==> src/core/cfda_pkg.sv <==
// Package for the fetch and data addressing core: widths, map, opcodes.
// Assumes a combinational program store and an external block of special
// function registers on the same clock.
package cfda_pkg;

   // ------------------------------------------------------------------
   // Widths
   // ------------------------------------------------------------------
   localparam int PC_W = 11;
   localparam int IW = 14;
   localparam int DW = 8;
   localparam int MAIN_AW = 7;
   localparam int SEC_AW = 7;
   localparam int BIT_IDX_W = 3;

   // ------------------------------------------------------------------
   // Main data space map
   // ------------------------------------------------------------------
   localparam logic [MAIN_AW-1:0] ADDR_INDIRECT = 7'h00;
   localparam logic [MAIN_AW-1:0] ADDR_STATUS = 7'h03;
   localparam logic [MAIN_AW-1:0] ADDR_POINTER = 7'h04;
   localparam logic [MAIN_AW-1:0] SRAM_START = 7'h20;
   localparam logic [MAIN_AW:0] SRAM_END = 8'h80;
   localparam logic [MAIN_AW-1:0] BIT_LIMIT = 7'h40;
   localparam int BANK_BIT = 5;
   localparam int NUM_BANKS = 2;
   localparam int SRAM_PER_BANK = 96;
   localparam logic [PC_W-1:0] RESET_VECTOR = 11'h000;
   localparam logic [DW-1:0] STATUS_RESET = 8'h00;
   localparam logic [DW-1:0] POINTER_RESET = 8'h00;

   // ------------------------------------------------------------------
   // Instruction encoding
   // ------------------------------------------------------------------
   localparam logic [2:0] OP3_JUMP = 3'h4;
   localparam logic [2:0] OP3_CALL = 3'h5;
   localparam logic [3:0] OP4_BSET = 4'hC;
   localparam logic [3:0] OP4_BCLR = 4'hD;
   localparam logic [3:0] OP4_BTEST = 4'hE;
   localparam logic [5:0] OP6_STORE_SEC = 6'h01;
   localparam logic [5:0] OP6_STORE_MAIN = 6'h02;
   localparam logic [5:0] OP6_LOAD_MAIN = 6'h03;
   localparam logic [5:0] OP6_LOAD_LIT = 6'h04;

   // ------------------------------------------------------------------
   // Types
   // ------------------------------------------------------------------
   typedef enum logic [1:0]
   {
      PH_FIRST = 2'h1,
      PH_SECOND = 2'h2
   } cfda_phase_t;

   typedef struct packed {
      logic we;
      logic [SEC_AW-1:0] addr;
      logic [DW-1:0] data;
   } cfda_sec_wr_t;

   typedef struct packed {
      logic we;
      logic [MAIN_AW-1:0] addr;
      logic [DW-1:0] data;
   } cfda_sfr_bus_t;

endpackage

==> src/core/cfda_core.sv <==
// Fetch and execute timing plus data addressing of an 8-bit core.
// Assumes a program store that answers combinationally to the address,
// and special function registers outside that answer on the same clock.
//
// Functional notes
// - System clock halved into two phases per cycle.
// - Counter moves first phase; fetch latched second.
// - Latched word executes in the following cycle.
// - Branch flushes the fetched word; costs two cycles.
// - Two data spaces; secondary space is write-only.
// - Secondary store copies accumulator, direct address.
// - Low main addresses are registers; SRAM above.
// - Main space reached directly or through pointer.
// - Indirect location redirects to pointer-addressed register.
// - Bit operations only on lower half.
// - Two RAM banks chosen by status bit five.
// - Bank SRAM spans start up to end address.
// - Main load puts addressed byte into accumulator.
// - Jump and call load full 11-bit counter.
`timescale 1ns/100ps

module cfda_core
#(
   parameter int NUM_BANKS = cfda_pkg::NUM_BANKS
)
(
   // Clock and reset.
   input wire logic CLK_SYS_I,
   input wire logic RESET_N_I,
   // Program store.
   output logic [cfda_pkg::PC_W-1:0] ROM_ADDR_O,
   input wire logic [cfda_pkg::IW-1:0] ROM_DATA_I,
   // Special function registers outside the core.
   output cfda_pkg::cfda_sfr_bus_t SFR_BUS_O,
   input wire logic [cfda_pkg::DW-1:0] SFR_RDATA_I,
   // Secondary space write port.
   output cfda_pkg::cfda_sec_wr_t SEC_WR_O,
   // Status of the core.
   output logic FIRST_PHASE_O,
   output logic [cfda_pkg::DW-1:0] ACC_O,
   output logic [cfda_pkg::DW-1:0] STATUS_O,
   output logic [cfda_pkg::DW-1:0] POINTER_O,
   output logic BIT_REFUSED_O
);

   // -------------------------------------------------------------------
   // Sizes and checks
   // -------------------------------------------------------------------
   localparam int DEPTH = NUM_BANKS * cfda_pkg::SRAM_PER_BANK;
   localparam int IDX_W = 8;

   if ((NUM_BANKS < 1) || (NUM_BANKS > 2))
   begin : g_chk
      $error("A single bank select bit serves one or two banks.");
   end

   // -------------------------------------------------------------------
   // Registers
   // -------------------------------------------------------------------
   cfda_pkg::cfda_phase_t phase_reg;
   cfda_pkg::cfda_phase_t phase_next;
   logic [cfda_pkg::PC_W-1:0] pc_reg;
   logic [cfda_pkg::PC_W-1:0] pc_next;
   logic [cfda_pkg::IW-1:0] ir_reg;
   logic ir_valid_reg;
   logic branch_pending_reg;
   logic [cfda_pkg::PC_W-1:0] target_reg;
   logic [cfda_pkg::DW-1:0] acc_reg;
   logic [cfda_pkg::DW-1:0] acc_next;
   logic [cfda_pkg::DW-1:0] status_reg;
   logic [cfda_pkg::DW-1:0] pointer_reg;
   logic [cfda_pkg::MAIN_AW-1:0] eff_reg;
   cfda_pkg::cfda_sfr_bus_t sfr_reg;
   cfda_pkg::cfda_sec_wr_t sec_reg;
   logic refused_reg;

   // -------------------------------------------------------------------
   // Phase decode
   // -------------------------------------------------------------------
   // Edge that closes the first phase or the second phase.
   wire logic in_first = (phase_reg == cfda_pkg::PH_FIRST);
   wire logic in_second = (phase_reg == cfda_pkg::PH_SECOND);

   // Instruction fields.
   wire logic [2:0] op3 = ir_reg[13:11];
   wire logic [3:0] op4 = ir_reg[13:10];
   wire logic [5:0] op6 = ir_reg[13:8];
   wire logic [cfda_pkg::BIT_IDX_W-1:0] bit_idx = ir_reg[9:7];
   wire logic [cfda_pkg::MAIN_AW-1:0] dir_addr = ir_reg[6:0];
   wire logic [cfda_pkg::DW-1:0] literal = ir_reg[7:0];

   // Instruction classes, only for a word that was not flushed.
   wire logic is_jump = ir_valid_reg &&
      ((op3 == cfda_pkg::OP3_JUMP) || (op3 == cfda_pkg::OP3_CALL));
   wire logic is_bset = ir_valid_reg && (op4 == cfda_pkg::OP4_BSET);
   wire logic is_bclr = ir_valid_reg && (op4 == cfda_pkg::OP4_BCLR);
   wire logic is_btest = ir_valid_reg && (op4 == cfda_pkg::OP4_BTEST);
   wire logic is_bit = is_bset || is_bclr || is_btest;
   wire logic is_store_sec = ir_valid_reg && (op6 == cfda_pkg::OP6_STORE_SEC);
   wire logic is_store_main = ir_valid_reg &&
      (op6 == cfda_pkg::OP6_STORE_MAIN);
   wire logic is_load_main = ir_valid_reg && (op6 == cfda_pkg::OP6_LOAD_MAIN);
   wire logic is_load_lit = ir_valid_reg && (op6 == cfda_pkg::OP6_LOAD_LIT);

   // -------------------------------------------------------------------
   // Main space addressing
   // -------------------------------------------------------------------
   // Bank-relative index into the flip-flop RAM.
   function automatic logic [IDX_W-1:0] sram_index
   (
      input logic bank,
      input logic [cfda_pkg::MAIN_AW-1:0] addr
   );
      logic [IDX_W-1:0] base;
      base = bank ? IDX_W'(cfda_pkg::SRAM_PER_BANK) : 8'h00;
      sram_index = base + IDX_W'(addr - cfda_pkg::SRAM_START);
   endfunction

   // The indirect location itself holds nothing: it stands for the
   // location that the pointer names, resolved in the first phase.
   wire logic dir_is_ind = (dir_addr == cfda_pkg::ADDR_INDIRECT);
   wire logic [cfda_pkg::MAIN_AW-1:0] eff_next = dir_is_ind ?
      pointer_reg[cfda_pkg::MAIN_AW-1:0] : dir_addr;

   // Location classes of the resolved address.
   wire logic hit_ind = (eff_reg == cfda_pkg::ADDR_INDIRECT);
   wire logic hit_status = (eff_reg == cfda_pkg::ADDR_STATUS);
   wire logic hit_pointer = (eff_reg == cfda_pkg::ADDR_POINTER);
   wire logic hit_sram = ({1'b0, eff_reg} >= {1'b0, cfda_pkg::SRAM_START})
      && ({1'b0, eff_reg} < cfda_pkg::SRAM_END);
   wire logic hit_ext = !hit_sram && !hit_ind && !hit_status &&
      !hit_pointer;

   // Bank choice from the status register; a single bank ignores it.
   wire logic bank = (NUM_BANKS > 1) ?
      status_reg[cfda_pkg::BANK_BIT] : 1'b0;
   wire logic [IDX_W-1:0] sram_idx = sram_index(bank, eff_reg);
   wire logic [cfda_pkg::DW-1:0] sram_rdata;

   // Read selection across the main space.
   wire logic [cfda_pkg::DW-1:0] main_rdata =
      hit_sram ? sram_rdata :
      hit_status ? status_reg :
      hit_pointer ? pointer_reg :
      hit_ext ? SFR_RDATA_I : 8'h00;

   // -------------------------------------------------------------------
   // Bit operations
   // -------------------------------------------------------------------
   // Only the lower half of the main space takes bit access.
   wire logic bit_ok = (eff_reg < cfda_pkg::BIT_LIMIT);
   wire logic [cfda_pkg::DW-1:0] bit_mask = 8'h01 << bit_idx;
   wire logic [cfda_pkg::DW-1:0] bit_data = is_bset ?
      (main_rdata | bit_mask) : (main_rdata & ~bit_mask);
   wire logic bit_refused = is_bit && !bit_ok;
   wire logic skip = is_btest && bit_ok &&
      ((main_rdata & bit_mask) == 8'h00);

   // Write to the main space, and its data.
   wire logic main_we = is_store_main ||
      ((is_bset || is_bclr) && bit_ok);
   wire logic [cfda_pkg::DW-1:0] main_wdata = is_store_main ?
      acc_reg : bit_data;
   wire logic exec_we = in_second && main_we && !hit_ind;

   // A jump or a taken skip discards the word fetched beside it.
   wire logic flush = is_jump || skip;

   // -------------------------------------------------------------------
   // Next values
   // -------------------------------------------------------------------
   // Phase toggles on every edge.
   assign phase_next = in_first ?
      cfda_pkg::PH_SECOND : cfda_pkg::PH_FIRST;

   // Counter steps by one or takes the branch target.
   assign pc_next = branch_pending_reg ? target_reg : pc_reg + 11'h001;

   // Accumulator loads.
   assign acc_next = is_load_main ? main_rdata :
      is_load_lit ? literal : acc_reg;

   // -------------------------------------------------------------------
   // Storage of the banked RAM
   // -------------------------------------------------------------------
   cfda_sram
   #(
      .DEPTH(DEPTH),
      .AW(IDX_W)
   )
   u_sram
   (
      .clk_i(CLK_SYS_I),
      .wr_en_i(exec_we && hit_sram),
      .wr_idx_i(sram_idx),
      .wr_data_i(main_wdata),
      .rd_idx_i(sram_idx),
      .rd_data_o(sram_rdata)
   );

   // -------------------------------------------------------------------
   // Sequencing
   // -------------------------------------------------------------------
   // Two-phase divider; reset lands before a second phase edge.
   always_ff @(posedge CLK_SYS_I or negedge RESET_N_I)
   begin
      if (!RESET_N_I)
         phase_reg <= cfda_pkg::PH_SECOND;
      else
         phase_reg <= phase_next;
   end

   // Program counter moves on the first phase edge.
   always_ff @(posedge CLK_SYS_I or negedge RESET_N_I)
   begin
      if (!RESET_N_I)
         pc_reg <= cfda_pkg::RESET_VECTOR;
      else if (in_first)
         pc_reg <= pc_next;
   end

   // Fetch latch; the word is marked dead if a flush is under way.
   always_ff @(posedge CLK_SYS_I or negedge RESET_N_I)
   begin
      if (!RESET_N_I)
      begin
         ir_reg <= 14'h0000;
         ir_valid_reg <= 1'b0;
      end
      else if (in_second)
      begin
         ir_reg <= ROM_DATA_I;
         ir_valid_reg <= !flush;
      end
   end

   // Branch target held until the next first phase edge.
   always_ff @(posedge CLK_SYS_I or negedge RESET_N_I)
   begin
      if (!RESET_N_I)
      begin
         branch_pending_reg <= 1'b0;
         target_reg <= cfda_pkg::RESET_VECTOR;
      end
      else if (in_second)
      begin
         branch_pending_reg <= is_jump;
         target_reg <= ir_reg[cfda_pkg::PC_W-1:0];
      end
      else
         branch_pending_reg <= 1'b0;
   end

   // Effective address resolved in the first phase of execution.
   always_ff @(posedge CLK_SYS_I or negedge RESET_N_I)
   begin
      if (!RESET_N_I)
         eff_reg <= cfda_pkg::ADDR_INDIRECT;
      else if (in_first)
         eff_reg <= eff_next;
   end

   // -------------------------------------------------------------------
   // Execution in the second phase
   // -------------------------------------------------------------------
   // Accumulator, status and pointer.
   always_ff @(posedge CLK_SYS_I or negedge RESET_N_I)
   begin
      if (!RESET_N_I)
      begin
         acc_reg <= 8'h00;
         status_reg <= cfda_pkg::STATUS_RESET;
         pointer_reg <= cfda_pkg::POINTER_RESET;
      end
      else if (in_second)
      begin
         acc_reg <= acc_next;
         if (exec_we && hit_status)
            status_reg <= main_wdata & (8'h01 << cfda_pkg::BANK_BIT);
         if (exec_we && hit_pointer)
            pointer_reg <= main_wdata;
      end
   end

   // Outside registers: address in the first phase, write strobe after.
   always_ff @(posedge CLK_SYS_I or negedge RESET_N_I)
   begin
      if (!RESET_N_I)
         sfr_reg <= '0;
      else if (in_first)
      begin
         sfr_reg.addr <= eff_next;
         sfr_reg.we <= 1'b0;
      end
      else
      begin
         sfr_reg.we <= exec_we && hit_ext;
         sfr_reg.data <= main_wdata;
      end
   end

   // Secondary space is written only; nothing reads it back.
   always_ff @(posedge CLK_SYS_I or negedge RESET_N_I)
   begin
      if (!RESET_N_I)
         sec_reg <= '0;
      else if (in_second && is_store_sec)
      begin
         sec_reg.we <= 1'b1;
         sec_reg.addr <= dir_addr;
         sec_reg.data <= acc_reg;
      end
      else
         sec_reg.we <= 1'b0;
   end

   // One-cycle notice of a refused bit access.
   always_ff @(posedge CLK_SYS_I or negedge RESET_N_I)
   begin
      if (!RESET_N_I)
         refused_reg <= 1'b0;
      else
         refused_reg <= in_second && bit_refused;
   end

   // -------------------------------------------------------------------
   // Outputs
   // -------------------------------------------------------------------
   // Every output is a flip-flop except FIRST_PHASE_O, decoded from the phase register.
   assign ROM_ADDR_O = pc_reg;
   assign SFR_BUS_O = sfr_reg;
   assign SEC_WR_O = sec_reg;
   assign FIRST_PHASE_O = in_first;
   assign ACC_O = acc_reg;
   assign STATUS_O = status_reg;
   assign POINTER_O = pointer_reg;
   assign BIT_REFUSED_O = refused_reg;

endmodule

==> src/core/cfda_sram.sv <==
// Flip-flop storage for the banked general purpose RAM.
// Assumes one write port and one combinational read port on one clock.
`timescale 1ns/100ps

module cfda_sram
#(
   parameter int DEPTH = 192,
   parameter int AW = 8
)
(
   // Clock.
   input wire logic clk_i,
   // Write port.
   input wire logic wr_en_i,
   input wire logic [AW-1:0] wr_idx_i,
   input wire logic [cfda_pkg::DW-1:0] wr_data_i,
   // Read port.
   input wire logic [AW-1:0] rd_idx_i,
   output logic [cfda_pkg::DW-1:0] rd_data_o
);

   // -------------------------------------------------------------------
   // Storage
   // -------------------------------------------------------------------
   logic [cfda_pkg::DW-1:0] mem_reg [DEPTH];

   if (DEPTH > (1 << AW))
   begin : g_chk
      $error("Index width too small for the RAM depth.");
   end

   // One write-enabled byte per location.
   for (genvar i = 0; i < DEPTH; i++)
   begin : g_cell
      always_ff @(posedge clk_i)
      begin
         if (wr_en_i && (wr_idx_i == AW'(i)))
            mem_reg[i] <= wr_data_i;
      end
   end

   // Out-of-range reads return zero.
   assign rd_data_o = (int'(rd_idx_i) < DEPTH) ? mem_reg[rd_idx_i] : 8'h00;

endmodule

==> config.mk <==
export PLATFORM = sky130hd
export DESIGN_NAME = cfda_core
export DESIGN_NICKNAME = d
export VERILOG_FILES = /design/src/core/cfda_pkg.sv /design/src/core/cfda_core.sv /design/src/core/cfda_sram.sv
export SDC_FILE = /design/constraint.sdc
export NUM_CORES = 2
export LEC_CHECK = 0
export BUFFER_PORTS_ARGS = -buffer_cell sky130_fd_sc_hd__buf_2
export CAP_MARGIN = 30
export CORE_MARGIN = 3
export CORE_UTILIZATION = 28
export DETAILED_ROUTE_END_ITERATION = 10
export GPL_TIMING_DRIVEN = 0
export PLACE_DENSITY = 0.54
export SLEW_MARGIN = 20
export SYNTH_ARGS = -nofsm -noshare
export SYNTH_HDL_FRONTEND = slang
export SYNTH_SLANG_ARGS = --single-unit
==> constraint.sdc <==
create_clock -name CLK_SYS_I -period 11.1 [get_ports CLK_SYS_I]
set_input_delay 0.555 -clock CLK_SYS_I [delete_from_list [all_inputs] [get_ports CLK_SYS_I]]
set_output_delay 0.555 -clock CLK_SYS_I [all_outputs]
set_load 0.005 [all_outputs]
### Word-level counts from Yosys, hierarchy flattened

Memory sizes are Yosys's and may differ from the RTL's.
Index checks and enable logic that the tools add are counted.
W data, S select, Z words.

| cells by class | value |
|---|---|
| $add $sub $neg | 3 |
| magnitude comparators | 3 |
| equality and inequality tests | 204 |
| shifts and indexed selects | 1 |
| mux-type cells | 973 |
| bitwise logic cells | 4 |
| reduce and logical (&&, ||, !) cells | 425 |

Operators with widths:

| operator | number |
|---|---|
| $mux W8 | 391 |
| $reduce_or A8 Y1 | 191 |
| $mux W1 | 578 |
| $eq A8 B7 Y1 const B | 64 |
| $eq A8 B8 Y1 const B | 64 |
| $eq A8 B6 Y1 const B | 32 |
| $logic_and A1 B1 Y1 | 215 |
| $eq A8 B5 Y1 const B | 16 |
| $eq A8 B4 Y1 const B | 8 |
| $eq A8 B3 Y1 const B | 4 |
| $and A8 B8 Y8 | 2 |
| $eq A8 B2 Y1 const B | 2 |
| $logic_not A8 Y1 | 2 |
| $logic_not A7 Y1 | 2 |
| $mux W7 | 2 |
| $eq A4 B4 Y1 const B | 3 |
| $eq A6 B2 Y1 const B | 2 |
| $add A11 B1 Y11 const B | 1 |
| $mux W11 | 1 |
| $add A7 B8 Y8 | 1 |
| $eq A8 B1 Y1 const B | 1 |
| $lt A8 B8 Y1 const B | 1 |
| $not A8 Y8 | 1 |
| $or A8 B8 Y8 | 1 |
| 16 further kinds | 28 |

| storage, ports and cells | value |
|---|---|
| bits in registers | 90 |
| RAM bits | 1536 |
| output and inout port bits | 69 |
| word-level logic and storage cells | 1630 |
| memories kept | 1 |

Memories:

| memory | depth | bits a word | read ports | clocked after Yosys merged registers in | write ports | RTL line | source |
|---|---|---|---|---|---|---|---|
| u_sram.mem_reg | 192 | 8 | 1 | 0 | 1 | cfda_sram.sv:25 | `logic [cfda_pkg::DW-1:0] mem_reg [DEPTH];` |

### Logic depth before layout (Yosys ltp)

| depth | value |
|---|---|
| depth in word-level cells | 203 |
| mapped depth | 16 |
| depth with buffers taken out | 13 |

### By module

From an unflattened synthesis, not the netlist that was laid out.

| unflattened totals | value |
|---|---|
| cells, all modules | 3258 |
| area, all modules | 64566.9 um^2 |

Modules (own cells, without submodules):

| module | times used | cells an instance | area an instance (um^2) |
|---|---|---|---|
| cfda_sram | 1 | 2802 | 60030.1 |
| cfda_core | 1 | 456 | 4536.9 |

### Worst setup path after synthesis

OpenSTA, ideal clock, no wires.

| timing path | value |
|---|---|
| path kind | reg2reg |
| start | register SFR_BUS_O[14] (netlist name) |
| end | memory u_sram.mem_reg[0][1] (netlist bit) (data pin) |
| setup time | 1707 ps |
| arrival time | 10092 ps |
| required time | 9393 ps |
| slack | -699 ps |
| stages on the path, launching flop included | 13 |
| period minus slack after synthesis | 11799 ps |
| cells stage by stage | dfrtp_1 > inv_1 > ha_1 > inv_1 > ha_1 > xnor2_1 > clkbuf_1 > nand2_1 > a2111oi_0 > and4b_1 > o31ai_1 > a21oi_1 > o21ai_0 |

RTL lines:

| what | RTL line |
|---|---|
| end: declaration | cfda_sram.sv:25 |

==> metrics <==
status=complete, no violations; Worst Max-Slew Pin Slew=1.165 ns; Worst Path Required=11.45 ns; most frequent cells in the layout=edfxtp_1, mux4_2, nor2_1; Max-Cap Viols=0; Startpoint Class=flip-flop; routed len/inst=37.16 µm; Max Freq=roughly 0.12 GHz; Clock Pin Slew Worst Setup and Hold Paths=0.06 ns; crit share post-route=between 70% and 80%; vias per inst=around 5.5; DRT Pass-1 Iters=6; Simple-Gate Fraction of Synth Area=4.535%; synthesized cell area=64440 µm²; routed wire length=257.5 mm; total congestion overflow=0; total negative slack=0 ns; Hold Violations, Final=0; initial antenna violation count=20; Register Area=48380 µm²; Placement Cell Area=70300 µm²; H-tree levels=4; Pleak=24.53 nW; Post-synth EDFFs=roughly 1500; worst vdd ir=149.8 µV; total die area=236000 µm²; pin count of the biggest net entering global routing=120; Clock Skew=0.07006 ns; area of the multi-input gates=15010 µm²; TritonCTS clock tree=built; max incr delay on CP=0.93 ns; Layout Nets=3803; Setup CP Type=flip-flop to flip-flop; Resized Gates After CTS=0; Seq/Total Area, Yosys=75.07%; max reg flops=1536; cell area power density=183.2 nW/µm²; ys async rst share=approximately 5.5%; largest family of logic cells by synthesized area=multiplexers; drt initial violations=approximately 6500; port bufs=85; Core Region=228200 µm²; Critical-path top delay cell=buf_2; RSZ-0062 raised after global routing=false; clk buf depth=3; GR Util All Layers=21.33%; FILL cells=roughly 22000; residual DRC count=0; antenna viol nets, final=0; global-route wire length before repair=roughly 340 mm; multiplexer share of the synthesized area=14.90%; CTS Buf Count=169; post-synth top area share=71.57%; CTS root buf=clkbuf_16; share of cells above drive strength 1=24.46%; commonest non-fill, non-tap cell in the layout=edfxtp_1; Syn. warnings=0; post-synthesis compound-gate area fraction=3.530%; post-route minimum period=approximately 8.5 ns; die width=a little under 500 µm; die height=between 400 and 500 µm; Yosys cell types=81; synth top area cells=edfxtp_1, mux4_2, dfrtp_1, mux2i_1, nor2_1; Initial Utilization=28.25%; worst-path fanout max=119; Layout area overhead=17.75%; clk sinks=1626; Worst Hold Class=input port to async pin; final setup violation count=0; Placer Congestion=1.009; vias=38290; CP arrival=8.82 ns; fin util=around a third; Slew Viols, Final=0; Clock Latency Late Sink=0.84 ns; cell row count=175; Adder-Cell Fraction of Synth Area=0.07766%; Synth Area in XOR/XNOR=0.02718%; Crit path max-delay family=buffers and inverters; area leader, netlist=edfxtp_1; crit-path cells=buf_4 -> buf_4 -> buf_2 -> buf_2 -> mux4_2 -> a22oi_1 -> a21oi_1 -> nor4_1 -> nand4_1 -> a41oi_2 -> nor3_1 -> o22ai_1 -> inv_8 -> buf_16; Mapped Cells=3392; WP buf/inv=6; vias in the first global route=36310; dpl hpwl=between 150 and 200 mm; #FFs+latches synth=1626; IO Count=93; Mean Syn Cell Area=~19 µm²; most common flop cell mapped by yosys=edfxtp_1; Worst setup EP type=flip-flop; Rel. slew slack=between 20% and 30%; Design Area, Final=roughly 76000 µm²
[report_power, final]
part	switching, mW	internal, mW	leakage, nW
combinational	1.03	0.387	7.04
clock	2.47	2.95	2.52
sequential	0.0554	7.01	15.0
total	3.56	10.3	24.5
[synth_stat cells, types with 33 or more instances]
master,instances
nand2_1,221
a21oi_1,66
mux4_2,340
clkbuf_1,96
o21ai_0,50
a22oi_1,65
buf_2,58
nor3_1,43
edfxtp_1,1536
dfrtp_1,89
mux2i_1,152
mux2_2,33
nor2_1,253
nand3_1,47
[logic make-up (layout without fill, tap and decap cells)]
group	count (synthesis)	in the layout
other cells	1	20
simple gates	666	666
buf+inv	237	747
fa+ha+maj	4	4
compound gates	329	329
mux	527	527
flops	1626	1626
xor+xnor	2	2
[routing by layer]
layer / GRT usage (%) / up-vias / routed length (µm)
li1: - / 14550 / -
met1: 28.41 / 20450 / 99010
met2: 31.29 / 2767 / 112300
met3: 6.718 / 517 / 31550
met4: 10.89 / 4 / 14670
met5: 0 / - / 22
[final timing paths]
check / slack [ns] / cells after the start / endpoint / startpoint
max in group asynchronous: 10.23 / 3 / phase_reg[1] / RESET_N_I
setup / recovery: 2.63 / 14 / u_sram.mem_reg[124][0] / SFR_BUS_O[9]
setup reg to reg: 2.63 / 14 / u_sram.mem_reg[124][0] / SFR_BUS_O[9]
hold reg to reg: 0.47 / 2 / SFR_BUS_O[6] / SFR_BUS_O[6]
hold / removal: 0.23 / 2 / ir_reg[9] / RESET_N_I
min in group CLK_SYS_I: 0.40 / 5 / ACC_O[4] / SFR_RDATA_I[4]
[stage by stage]
stage | cells | hold WS [ns] | worst slack (ns) | total power [mW]
after floorplan | 3398 | 0.2594 | 1.821 | 7.799
after global routing | 6917 | 0.2264 | 2.918 | 14.21
after detailed placement | 6572 | 0.4547 | 3.128 | 8.560
after CTS | 6891 | 0.1650 | 3.118 | 13.91
after global placement | 6492 | 0.4674 | -9.160 | 8.540
final | 6930 | 0.2307 | 2.631 | 13.90
[cell type report]
cell class / instances / share of cell area, %
multi-input combinational: 1535 / 19.78
inverter: 20 / 0.1187
tap: 3009 / 4.961
sequential: 1626 / 63.75
clock buffer: 220 / 5.867
buffer: 217 / 1.545
antenna: 13 / 0.04287
clock inverter: 84 / 0.9926
timing repair buffer: 206 / 2.943
[timing repair]
item | CTS | global route
buffers inserted | 0 | 0
endpoints found under the setup margin | 0 | 0
hold buffers | 15 | 0
hold endpoints to repair | 103 | 0
(Power assumes the default switching activity.)
